==> src/rtl/adc_scan_pkg.sv <==
/*
  Shared constants and carriers for the group-scan buffer sequencer.
  Assumes a 32-bit register port with byte addresses and a 10-bit converter core.
*/
package adc_scan_pkg;
  // ==========================================================
  // Widths
  localparam int          ADDR_W     = 6;
  localparam int          RES_W      = 10;
  localparam int          NUM_RES    = 8;
  // ==========================================================
  // Register offsets
  localparam logic [5:0]  CSR_OFF    = 6'h00;
  localparam logic [5:0]  CR_OFF     = 6'h04;
  localparam logic [5:0]  RES_OFF    = 6'h20;
  // ==========================================================
  // Status/control field positions
  localparam int          CSR_FLAG   = 7;
  localparam int          CSR_IE     = 6;
  localparam int          CSR_START  = 5;
  localparam int          CSR_SCAN   = 4;
  localparam int          CSR_AUTO   = 3;
  // Control field positions
  localparam int          CR_BUF_LO  = 0;
  localparam int          CR_GRP     = 2;
  localparam int          CR_CH_LO   = 4;
  localparam int          CR_TRG_LO  = 8;
  // ==========================================================
  // Reset values and encodings
  localparam logic [RES_W-1:0] RES_RESET = 10'h000;
  localparam logic [1:0]  BUF_NONE   = 2'h0;
  localparam logic [1:0]  BUF_1G2    = 2'h1;
  localparam logic [1:0]  BUF_2G2    = 2'h2;
  localparam logic [1:0]  BUF_1G4    = 2'h3;
  localparam logic [1:0]  TRG_SW     = 2'h0;
  localparam logic [1:0]  TRG_TIMER  = 2'h1;
  localparam logic [1:0]  TRG_EXT    = 2'h3;
  // ==========================================================
  // Carriers
  typedef struct packed {
    logic [ADDR_W-1:0] addr;
    logic [31:0]       wdata;
    logic              wr;
    logic              rd;
  } bus_req_t;

  typedef struct packed {
    logic [3:0]      len;
    logic [2:0]      target;
    logic [2:0]      lastReg;
    logic            buffered;
    logic [7:0][2:0] chans;
  } plan_t;

  typedef enum logic [1:0] {
    S_IDLE  = 2'b00,
    S_ISSUE = 2'b01,
    S_BUSY  = 2'b11,
    S_PAUSE = 2'b10
  } seq_state_t;
endpackage

==> src/rtl/adc_group_scan_buffer_sequencer.sv <==
/*
  Converter sequencer: register port, scan/buffer sequencing, flag handling.
  Assumes a converter core that takes a one-cycle start with a channel and
  returns a one-cycle done pulse with the result some cycles later.
*/
// Behaviour
// Scan keeps start set, repeats until cleared
// Flag set after first full pass
// Flag with enable pauses scanning
// Paused scan resumes when flag cleared
// Flag clears by write zero after read
// Buffered result shifts chain on write
// Buffer select picks one of three chains
// Software sets group, two-group code, top bit zero
// Low channel bits set buffer flag point
// Single stops at flag, scan keeps shifting
// Select-single buffered idles each pass, counts
// Flag with enable raises interrupt request
// Channel code appends inputs after buffered ones
// Four-stage code 110 uses A, E to G
// Reading final result clears flag automatically
// Buffer select zero resets buffer count
// New buffer sequence applies on resume
// Software changes buffer select only when stopped
// Trigger sets start like software does
// Unavailable combinations run without buffering
`timescale 1ns/1ns
module adc_group_scan_buffer_sequencer #(
  parameter int RES_W = adc_scan_pkg::RES_W
) (
  input  wire logic                   mclk,
  input  wire logic                   reset,
  input  wire logic                   ce,
  input  adc_scan_pkg::bus_req_t      busReq,
  output logic      [31:0]            readData,
  input  wire logic                   timerTrigger,
  input  wire logic                   extTrigger,
  output logic                        convStart,
  output logic      [2:0]             convChannel,
  input  wire logic                   convDone,
  input  wire logic [RES_W-1:0]       convData,
  output logic                        conversionEndIrq
);
  import adc_scan_pkg::*;

  // ==========================================================
  // Configuration and sequencing state
  seq_state_t            state;
  seq_state_t            next_state;
  logic                  flag;
  logic                  next_flag;
  logic                  ie;
  logic                  next_ie;
  logic                  start;
  logic                  next_start;
  logic                  scan;
  logic                  next_scan;
  logic                  autoClr;
  logic                  next_autoClr;
  logic                  armed;
  logic                  next_armed;
  logic [1:0]            bufSel;
  logic [1:0]            next_bufSel;
  logic                  multi_channel_mode;
  logic                  next_grp;
  logic [2:0]            ch;
  logic [2:0]            next_ch;
  logic [1:0]            trgSel;
  logic [1:0]            next_trgSel;
  logic [2:0]            idx;
  logic [2:0]            next_idx;
  logic [2:0]            passCount;
  logic [2:0]            next_passCount;
  logic [31:0]           next_readData;
  plan_t                 plan;
  logic [7:0][RES_W-1:0] results;
  logic                  wrCsr;
  logic                  wrCr;
  logic                  rdCsr;
  logic                  rdLast;
  logic                  trigHit;
  logic                  doneAny;
  logic                  doneLast;
  logic                  passHit;

  // Plan follows the registers directly, so a new buffer code takes effect
  // in the cycle after the write, even mid-pass; changing it mid-pass is not supported.
  adc_scan_plan planDec (
    .bufSel (bufSel),
    .multi_channel_mode    (multi_channel_mode),
    .ch     (ch),
    .plan   (plan)
  );

  adc_result_chain #(.RES_W(RES_W)) chain (
    .mclk     (mclk),
    .reset    (reset),
    .ce       (ce),
    .wrEn     (doneAny),
    .chan     (convChannel),
    .bufSel   (bufSel),
    .buffered (plan.buffered),
    .data     (convData),
    .results  (results)
  );

  assign convStart        = (state == S_ISSUE);
  assign convChannel      = plan.chans[idx];
  assign conversionEndIrq = flag && ie;

  // ==========================================================
  // Decode
  always_comb begin
    wrCsr    = busReq.wr && busReq.addr == CSR_OFF;
    wrCr     = busReq.wr && busReq.addr == CR_OFF;
    rdCsr    = busReq.rd && busReq.addr == CSR_OFF;
    rdLast   = busReq.rd && busReq.addr == (RES_OFF + {1'b0, plan.lastReg, 2'b00});
    trigHit  = (trgSel == TRG_TIMER && timerTrigger) ||
               (trgSel == TRG_EXT && extTrigger);
    doneAny  = state == S_BUSY && convDone;
    doneLast = doneAny && {1'b0, idx} == plan.len - 4'h1;
    passHit  = doneLast && (passCount + 3'h1) == plan.target;
  end

  // ==========================================================
  // Next state
  always_comb begin
    next_state     = state;
    next_flag      = flag;
    next_ie        = ie;
    next_start     = start;
    next_scan      = scan;
    next_autoClr   = autoClr;
    next_armed     = armed;
    next_bufSel    = bufSel;
    next_grp       = multi_channel_mode;
    next_ch        = ch;
    next_trgSel    = trgSel;
    next_idx       = idx;
    next_passCount = passCount;
    unique case (state)
      S_IDLE: begin
        if (start) begin
          next_state = S_ISSUE;
          next_idx   = 3'h0;
        end
      end
      S_ISSUE: next_state = S_BUSY;
      S_BUSY: begin
        if (convDone && !doneLast) begin
          next_idx   = idx + 3'h1;
          next_state = S_ISSUE;
        end else if (doneLast) begin
          next_idx       = 3'h0;
          next_passCount = passHit ? 3'h0 : passCount + 3'h1;
          if (scan) begin
            next_state = (passHit && ie) ? S_PAUSE : S_ISSUE;
          end else if (passHit || !multi_channel_mode) begin
            // Select-single goes to standby after every pass
            next_start = 1'b0;
            next_state = S_IDLE;
          end else begin
            next_state = S_ISSUE;
          end
        end
      end
      S_PAUSE: begin
        if (!flag) begin
          next_state = S_ISSUE;
        end
      end
    endcase
    if (state == S_IDLE && trigHit) begin
      next_start = 1'b1;
    end
    // Flag: software or transfer clear first, hardware set wins
    if (rdCsr && flag) begin
      next_armed = 1'b1;
    end
    if (wrCsr && armed && !busReq.wdata[CSR_FLAG]) begin
      next_flag  = 1'b0;
      next_armed = 1'b0;
    end
    if (autoClr && rdLast) begin
      next_flag  = 1'b0;
      next_armed = 1'b0;
    end
    if (passHit) begin
      next_flag = 1'b1;
    end
    if (wrCsr) begin
      next_ie      = busReq.wdata[CSR_IE];
      next_start   = busReq.wdata[CSR_START];
      next_scan    = busReq.wdata[CSR_SCAN];
      next_autoClr = busReq.wdata[CSR_AUTO];
    end
    if (wrCr) begin
      next_bufSel = busReq.wdata[CR_BUF_LO +: 2];
      next_grp    = busReq.wdata[CR_GRP];
      next_ch     = busReq.wdata[CR_CH_LO +: 3];
      next_trgSel = busReq.wdata[CR_TRG_LO +: 2];
      if (busReq.wdata[CR_BUF_LO +: 2] == BUF_NONE) begin
        next_passCount = 3'h0;
      end
    end
    // Software stop aborts the sequence at once
    if (!next_start && state != S_IDLE) begin
      next_state = S_IDLE;
      next_idx   = 3'h0;
    end
  end

  // ==========================================================
  // Read-back, valid only in the cycle after the strobe
  always_comb begin
    next_readData = 32'h0000_0000;
    if (busReq.rd) begin
      if (busReq.addr == CSR_OFF) begin
        next_readData[CSR_FLAG]  = flag;
        next_readData[CSR_IE]    = ie;
        next_readData[CSR_START] = start;
        next_readData[CSR_SCAN]  = scan;
        next_readData[CSR_AUTO]  = autoClr;
      end else if (busReq.addr == CR_OFF) begin
        next_readData[CR_BUF_LO +: 2] = bufSel;
        next_readData[CR_GRP]         = multi_channel_mode;
        next_readData[CR_CH_LO +: 3]  = ch;
        next_readData[CR_TRG_LO +: 2] = trgSel;
      end else if (busReq.addr[5] && busReq.addr[1:0] == 2'h0) begin
        next_readData[RES_W-1:0] = results[busReq.addr[4:2]];
      end
    end
  end

  always_ff @(posedge mclk) begin
    if (reset) begin
      state     <= S_IDLE;
      flag      <= 1'b0;
      ie        <= 1'b0;
      start     <= 1'b0;
      scan      <= 1'b0;
      autoClr   <= 1'b0;
      armed     <= 1'b0;
      bufSel    <= BUF_NONE;
      multi_channel_mode       <= 1'b0;
      ch        <= 3'h0;
      trgSel    <= TRG_SW;
      idx       <= 3'h0;
      passCount <= 3'h0;
      readData  <= 32'h0000_0000;
    end else if (ce) begin
      state     <= next_state;
      flag      <= next_flag;
      ie        <= next_ie;
      start     <= next_start;
      scan      <= next_scan;
      autoClr   <= next_autoClr;
      armed     <= next_armed;
      bufSel    <= next_bufSel;
      multi_channel_mode       <= next_grp;
      ch        <= next_ch;
      trgSel    <= next_trgSel;
      idx       <= next_idx;
      passCount <= next_passCount;
      readData  <= next_readData;
    end
  end
endmodule

==> src/rtl/adc_result_chain.sv <==
/*
  Eight result registers with the selectable shift chains.
  Assumes one write per cycle at most, qualified by the caller.
*/
`timescale 1ns/1ns
module adc_result_chain #(
  parameter int RES_W = adc_scan_pkg::RES_W
) (
  input  wire logic                   mclk,
  input  wire logic                   reset,
  input  wire logic                   ce,
  input  wire logic                   wrEn,
  input  wire logic [2:0]             chan,
  input  wire logic [1:0]             bufSel,
  input  wire logic                   buffered,
  input  wire logic [RES_W-1:0]       data,
  output logic      [7:0][RES_W-1:0]  results
);
  import adc_scan_pkg::*;

  logic [7:0][RES_W-1:0] next_results;
  logic                  toChain;

  always_comb begin
    next_results = results;
    toChain = buffered && (chan == 3'h0 || (chan == 3'h1 && bufSel == BUF_2G2));
    if (wrEn && toChain) begin
      unique case (bufSel)
        BUF_1G2: begin
          next_results[1] = results[0];
          next_results[0] = data;
        end
        BUF_2G2: begin
          if (chan == 3'h0) begin
            next_results[2] = results[0];
            next_results[0] = data;
          end else begin
            next_results[3] = results[1];
            next_results[1] = data;
          end
        end
        default: begin
          next_results[3] = results[2];
          next_results[2] = results[1];
          next_results[1] = results[0];
          next_results[0] = data;
        end
      endcase
    end else if (wrEn) begin
      next_results[chan] = data;
    end
  end

  always_ff @(posedge mclk) begin
    if (reset) begin
      results <= {NUM_RES{RES_W'(RES_RESET)}};
    end else if (ce) begin
      results <= next_results;
    end
  end
endmodule

==> src/rtl/adc_scan_plan.sv <==
/*
  Decodes buffer select, group mode and channel select into one scan pass.
  Assumes the configuration is stable while a pass runs.
*/
`timescale 1ns/1ns
module adc_scan_plan (
  input  wire logic [1:0]          bufSel,
  input  wire logic                multi_channel_mode,
  input  wire logic [2:0]          ch,
  output adc_scan_pkg::plan_t      plan
);
  import adc_scan_pkg::*;

  logic       bufOnly;
  logic       combined;
  logic [3:0] nBuf;
  logic [3:0] extStart;
  logic [3:0] extEnd;

  always_comb begin
    bufOnly  = (bufSel == BUF_1G2 && ch[2:1] == 2'h0) ||
               (bufSel == BUF_2G2 && !ch[2] && !ch[0]) ||
               (bufSel == BUF_1G4 && !ch[2]);
    combined = multi_channel_mode && ((bufSel == BUF_1G2 && ch[2:1] != 2'h0) ||
               (bufSel != BUF_NONE && bufSel != BUF_1G2 && ch[2]));
    nBuf     = (bufSel == BUF_2G2) ? 4'h2 : 4'h1;
    extStart = (bufSel == BUF_1G2) ? 4'h2 : 4'h4;
    extEnd   = ch[2] ? (4'h4 + {2'h0, ch[1:0]}) : (4'h2 + {3'h0, ch[0]});
    plan     = '0;
    for (int i = 0; i < NUM_RES; i++) begin
      plan.chans[i] = 3'(i);
    end
    plan.target = 3'h1;
    if (bufOnly) begin
      plan.buffered = 1'b1;
      plan.len      = nBuf;
      unique case (bufSel)
        BUF_1G2: begin
          plan.target  = {2'h0, ch[0]} + 3'h1;
          plan.lastReg = {2'h0, ch[0]};
        end
        BUF_2G2: begin
          plan.target  = {2'h0, ch[1]} + 3'h1;
          plan.lastReg = ch[1] ? 3'h3 : 3'h1;
        end
        default: begin
          plan.target  = {1'b0, ch[1:0]} + 3'h1;
          plan.lastReg = {1'b0, ch[1:0]};
        end
      endcase
    end else if (combined) begin
      // Buffered inputs first, then the appended inputs in order
      plan.buffered = 1'b1;
      plan.len      = nBuf + extEnd - extStart + 4'h1;
      plan.lastReg  = extEnd[2:0];
      for (int i = 0; i < NUM_RES; i++) begin
        if (4'(i) >= nBuf) begin
          plan.chans[i] = 3'(4'(i) - nBuf + extStart);
        end
      end
    end else if (multi_channel_mode) begin
      // Unavailable combinations fall back to plain group conversion
      plan.len      = {1'b0, ch} + 4'h1;
      plan.lastReg  = ch;
    end else begin
      plan.len      = 4'h1;
      plan.chans[0] = ch;
      plan.lastReg  = ch;
    end
  end
endmodule

==> config.mk <==
export PLATFORM = sky130hd
export DESIGN_NAME = adc_group_scan_buffer_sequencer
export DESIGN_NICKNAME = d
export VERILOG_FILES = /design/src/rtl/adc_scan_pkg.sv /design/src/rtl/adc_group_scan_buffer_sequencer.sv /design/src/rtl/adc_result_chain.sv /design/src/rtl/adc_scan_plan.sv
export SDC_FILE = /design/constraint.sdc
export NUM_CORES = 1
export LEC_CHECK = 0
export ABC_CLOCK_PERIOD_IN_PS = 5200
export BUFFER_PORTS_ARGS = -buffer_cell sky130_fd_sc_hd__buf_2
export CAP_MARGIN = 25
export CORE_MARGIN = 2
export CORE_UTILIZATION = 30
export CTS_CLUSTER_DIAMETER = 80
export DETAILED_ROUTE_END_ITERATION = 10
export PLACE_DENSITY_LB_ADDON = 0.1
export SYNTH_ARGS = -nofsm -noshare
export SYNTH_HDL_FRONTEND = slang
export SYNTH_HIERARCHICAL = 1
export SYNTH_SLANG_ARGS = --single-unit
export TNS_END_PERCENT = 100
==> constraint.sdc <==
create_clock -name mclk -period 5.2 [get_ports mclk]
set_clock_uncertainty 0.2 [all_clocks]
set_input_delay 0.78 -clock mclk [delete_from_list [all_inputs] [get_ports mclk]]
set_output_delay 0.78 -clock mclk [all_outputs]
set_load 0.005 [all_outputs]
Word level (Yosys, flattened, before mapping) --
Index checks and enable logic that the tools add are counted.
Word-level totals: flip-flop bits (word level) 112, bits of input ports 56, output and inout port bits 37, logic and storage cells 232
Operators by class: $add $sub $neg 29, $lt $le $gt $ge 12, equality and inequality tests 20, multiplexer cells 81, bitwise operators 1, reductions and logical operators 67
Operator list (number):
- 2-to-1 mux 3 bit | 27
- bitwise mux 80 bit | 1
- 2-to-1 mux 10 bit | 8
- 2-to-1 mux 40 bit | 2
- one-hot mux 20 bit (2 select lines) | 1
- logical AND 1 bit | 31
- binary-select mux 10 bit (select 3 bit) | 1
- demux 10 bit (select 3 bit) | 1
- adder 3 bit | 8
- 2-to-1 mux 24 bit | 1
- 2-to-1 mux 2 bit | 11
- 2-to-1 mux 22 bit | 1
- 2-to-1 mux 20 bit | 1
- 2-to-1 mux 4 bit | 5
- greater-or-equal comparator 3 x 4 -> 1 bit (first input constant) | 4
- 2-to-1 mux 1 bit | 16
- AND reduction 4 bit | 4
- less-than comparator 3 x 4 -> 1 bit (second input constant) | 3
- one-hot mux 6 bit (2 select lines) | 1
- subtractor 3 bit (first input constant) | 4
- == test 2 bit (second input constant) | 5
- binary-select mux 3 bit (select 3 bit) | 1
- AND reduction 3 bit | 3
- nonzero test 3 bit | 3
- other kinds (38) | 67

Depth between registers and ports, before layout --
word-level depth 23, mapped depth 16, depth with buffers taken out 16

Hierarchy --
The synthesis kept the hierarchy.
Modules (own cells, without submodules):
- adc_result_chain | instances 1, cells each 392, area each 3547.2 sq um, seq. area each 1601.5 sq um
- adc_group_scan_buffer_sequencer | instances 1, cells each 294, area each 2792.7 sq um, seq. area each 640.6 sq um
- adc_scan_plan | instances 1, cells each 91, area each 675.6 sq um, seq. area each 0.0 sq um

Least setup slack after synthesis --
No wires, ideal clock.
kind register to register, start register bufSel[0], end register idx[1], setup time 0.117 ns, arrival 3.372 ns, data required time 4.883 ns, setup slack 1.511 ns, cell stages (with the launch flop) 15, buffers on the path 1, clock period less this slack 3.689 ns, path through dfxtp_1 -> inv_1 -> ha_1 -> clkbuf_1 -> inv_1 -> fa_1 -> nand2b_1 -> a22oi_1 -> inv_1 -> ha_1 -> xnor2_1 -> nor4bb_1 -> o2111a_2 -> a31oi_1 -> a32o_1
RTL lines:
- start, declared | line adc_group_scan_buffer_sequencer.sv:62 | logic [1:0] bufSel;
- start signal, assigned | line adc_group_scan_buffer_sequencer.sv:259 | bufSel <= next_bufSel;
- end signal, assigned | line adc_group_scan_buffer_sequencer.sv:263 | idx <= next_idx;
- end, declared | line adc_group_scan_buffer_sequencer.sv:70 | logic [2:0] idx;

==> impl_summary.txt <==
----------------------------------------------------
[Status]
  Status ... complete, no violations

[STA]
  Aggregate negative setup slack ... 0 ns
  Worst-case hold slack ... 0.265 ns
  Final Setup Violations ... 0
  Fin. Hold Viols ... 0
  Share of the clock period used by the worst path ... 0.876
  Rel. slew slack ... 0.335
  Number of pins with negative max-slew slack in the final report ... 0
  Setup repair after global routing missed its margin ... no
  Achievable frequency ... between 0.2 and 0.25 GHz
  Clock period minus final worst setup slack ... between 4 and 5 ns
  Least-Margin Pin Slew ... 0.994 ns

[Route]
  Violation count after the first detailed-routing iteration ... between 300 and 400
  Routed WL per cell ... approximately 19 um
  Vias after detailed routing ... 5,697
  Detailed-router iteration count before antenna repair ... 5
  Number of DRC violations after detailed routing ... 0
  DRT Wirelength ... around 21 mm
  Via density per instance ... 5.17
  Count of nets left with antenna violations after detail routing ... 0

[Global routing]
  Total GRT Usage ... 0.175
  Total overflow reported by the global router ... 0
  Pin count of the biggest net entering global routing ... 96
  Global-route wire length before repair ... 32.8 mm
  Via count of the first global-routing pass ... 5,613
  Number of antenna violations at the first check in global routing ... 0

[Synthesis]
  Register area share after synthesis ... 0.320
  Share of the synthesized area in compound gates (AO/OA/AOI/OAI) ... 0.168
  Leading register cell type out of synthesis ... sky130_fd_sc_hd__dfxtp_1
  Most common cell in the netlist ... sky130_fd_sc_hd__dfxtp_1
  Flip-flop and latch count after synthesis ... 112
  Combined area of all synthesized cells ... 7020 sq um
  Synthesized instance count ... between 700 and 800
  Adder and majority cell fraction of the synthesized area ... 0.0350
  XOR/XNOR share of the synthesized area ... 0.0169
  Most common library cells after synthesis ... sky130_fd_sc_hd__dfxtp_1 (112), sky130_fd_sc_hd__nor2_1 (97), sky130_fd_sc_hd__mux2i_1 (79)
  Simple-gate area share of the yosys netlist ... 0.161
  Post-synthesis cell type count ... 76
  Biggest area contributors in the synthesized netlist ... sky130_fd_sc_hd__dfxtp_1 (32%), sky130_fd_sc_hd__mux2i_1 (11%), sky130_fd_sc_hd__mux4_2 (8.3%)
  Cell taking the most area after synthesis ... sky130_fd_sc_hd__dfxtp_1
  Number of synthesized flops with an enable pin ... 0
  Syn avg cell area ... 9.03 sq um
  Proportion of synthesized area in mux cells ... 0.200
  Async set-reset flop share out of synthesis ... 0
  Count of synthesis-stage warnings from yosys ... 6
  Proportion of netlist area held by the largest area contributor ... 0.320
  Dominant combinational cell family by area after synthesis ... multiplexers

[Die]
  Floorplan die width ... about 160 um
  Std cell rows ... 55
  Initial Utilization ... 0.308
  Standard cell core area ... 22,800 sq um
  DIE HEIGHT ... roughly 160 um
  IO Count ... 93
  Die footprint ... 24,600 sq um

[Placed design]
  Number of I/O port buffers ... 48
  Post-Place Cell Area ... between 7000 and 8000 sq um
  Routability-driven placement congestion ratio ... 0.792
  Hpwl dp ... 14.1 mm

[Clock tree]
  Worst-path clk slew ... 0.08 ns
  CTS hold repair buffers ... 0
  Number of H-tree levels ... 3
  Clock tree from TritonCTS ... built
  Number of buffers inserted by post-CTS setup repair ... 0
  Maximum clock path buffer count ... 2
  Sinks on the clock net ... 112
  Cells resized by post-CTS repair ... 0
  Worst skew pair latency ... 0.36 ns
  TritonCTS buffer count ... 9
  Clk Tree Root Cell ... sky130_fd_sc_hd__clkbuf_16

[Critical path]
  Cells along the critical path ... ha_1 -> nand2b_1 -> a31oi_4 -> nand2b_2 -> a21oi_1 -> mux4_2 -> nand2_1 -> nand2_1 -> nor2b_2 -> nand3_2 -> buf_4 -> nor3_4 -> mux2i_1 -> a211oi_1
  Setup Crit Path Kind ... reg -> reg
  Element type at the critical path start ... flop
  Maximum single-stage delay on the critical path ... 0.56 ns
  Data arrival time of the critical path ... 4.63 ns
  Buf/Inv on CP ... 1
  Dominant delay contributor by cell family on the critical path ... simple AND/OR/NAND/NOR gates
  WP data required ... 5.28 ns
  Top fanout value on the critical path ... 21
  Max stage delay cell, worst path ... sky130_fd_sc_hd__nor3_4
  Cell type with the highest occurrence count on the critical path ... sky130_fd_sc_hd__nand2_1
  Critical Path Sink Type ... flop

[Layout]
  Area taken by flip-flops and latches ... 2240 sq um
  Final standard cell area without fillers ... roughly 7600 sq um
  Multi-input gate area in the final layout ... 4160 sq um
  Share of the core filled with cells in the final layout ... 0.335
  Number of antenna cells inserted ... 0
  FILL cells ... between 2,000 and 2,500
  Fraction of layout cells with a size suffix above 1 ... 0.163
  Final net count ... approximately 860
  Area overhead of the layout relative to synthesis ... 8.72%

[Min path]
  Path category of the worst min-delay check ... reg -> reg

[Power]
  Power density normalized to cell area ... 219 nW/um^2
  Worst voltage drop across the vdd grid ... 134 uV
  LEAKAGE ... 2.95 nW

[Run]
  Number of maximum-capacitance constraint violations ... 0

----------------------------------------------------
-- area by class of cell --
cell class,count,area share
Sequential cell,112,0.294
Clock buffer,9,0.0295
Timing Repair Buffer,60,0.0479
Tap cell,313,0.0513
Inverter,49,0.0241
Clock inverter,7,0.00787
Multi-Input combinational cell,552,0.545
-- placed cells by master, fill, tap and decap left out, types with 3 or more instances in the layout --
cell	n
sky130_fd_sc_hd__o21ai_1	6
sky130_fd_sc_hd__o21a_1	21
sky130_fd_sc_hd__a221oi_1	27
sky130_fd_sc_hd__a31oi_1	9
sky130_fd_sc_hd__a22oi_1	12
sky130_fd_sc_hd__buf_2	47
sky130_fd_sc_hd__clkbuf_16	9
sky130_fd_sc_hd__conb_1	23
sky130_fd_sc_hd__xor2_1	8
sky130_fd_sc_hd__nand3_1	8
sky130_fd_sc_hd__ha_1	18
sky130_fd_sc_hd__mux4_2	26
sky130_fd_sc_hd__buf_4	11
sky130_fd_sc_hd__o22ai_1	4
sky130_fd_sc_hd__and3_1	7
sky130_fd_sc_hd__mux2i_1	79
sky130_fd_sc_hd__xnor2_1	3
sky130_fd_sc_hd__a211oi_1	6
sky130_fd_sc_hd__a21oi_1	30
sky130_fd_sc_hd__nor2_1	97
sky130_fd_sc_hd__nor2b_1	4
sky130_fd_sc_hd__nor3_1	23
sky130_fd_sc_hd__nor3b_1	12
sky130_fd_sc_hd__o311ai_1	3
sky130_fd_sc_hd__o21ai_0	30
sky130_fd_sc_hd__and2_1	4
sky130_fd_sc_hd__dfxtp_1	112
sky130_fd_sc_hd__nand2b_1	7
sky130_fd_sc_hd__nand2_1	36
sky130_fd_sc_hd__inv_1	47
-- layer usage --
metal  up-vias  track usage  share of wire  routed length [um]
met5         -            0              0                   0
met4         0       0.0433          0.016                 329
met3        17       0.0333          0.044                 926
met2       132        0.281           0.47                9840
met1      2801        0.241           0.47                9800
li1       2747            -              -                   -
-- tightest hold or removal path: stages (launching register included) --
cell and delay [ns]:
sky130_fd_sc_hd__dfxtp_1 0.30, sky130_fd_sc_hd__inv_1 0.06, sky130_fd_sc_hd__a21oi_1 0.06
-- state kept, by name, summed over array words and instances (netlist names) --
register / flops
ie: 1
ch: 3
trgSel: 2
armed: 1
autoClr: 1
start: 1
idx: 3
passCount: 3
state: 2
multi_channel_mode: 1
readData: 10
flag: 1
bufSel: 2
chain/results: 80
scan: 1
-- worst paths after layout --
path,from,endpoint,slack [ns],cells past startpoint
max,bufSel[0]$_SDFFE_PP0P_,chain/results[17]$_SDFFE_PP0P_,0.65,14
min,armed$_SDFFE_PP0P_,armed$_SDFFE_PP0P_,0.26,2
max reg2reg,bufSel[0]$_SDFFE_PP0P_,chain/results[17]$_SDFFE_PP0P_,0.65,14
min reg2reg,armed$_SDFFE_PP0P_,armed$_SDFFE_PP0P_,0.26,2
-- metrics by stage --
step / cells / total power [mW] / worst slack [ns]
2_1_floorplan: 798 / 0.960 / 1.51
3_3_place_gp: 1084 / 0.990 / 0.756
3_5_place_dp: 1084 / 0.991 / 0.687
4_1_cts: 1100 / 1.70 / 0.644
5_1_grt: 1102 / 1.74 / 0.368
6_report: 1102 / 1.67 / 0.645
-- report_power, final --
part / switching [mW] / total [mW] / internal (mW)
logic: 0.0767 / 0.114 / 0.0376
registers: 0.00267 / 0.861 / 0.859
clock network: 0.356 / 0.691 / 0.335
total: 0.435 / 1.67 / 1.23
-- cell families after synthesis --
group,Yosys count
compound gates,168
buf+inv,134
xor+xnor,12
fa+ha+maj,19
mux,107
other cells,2
flops,112
simple gates,223
Power figures use the tool's default switching activity.
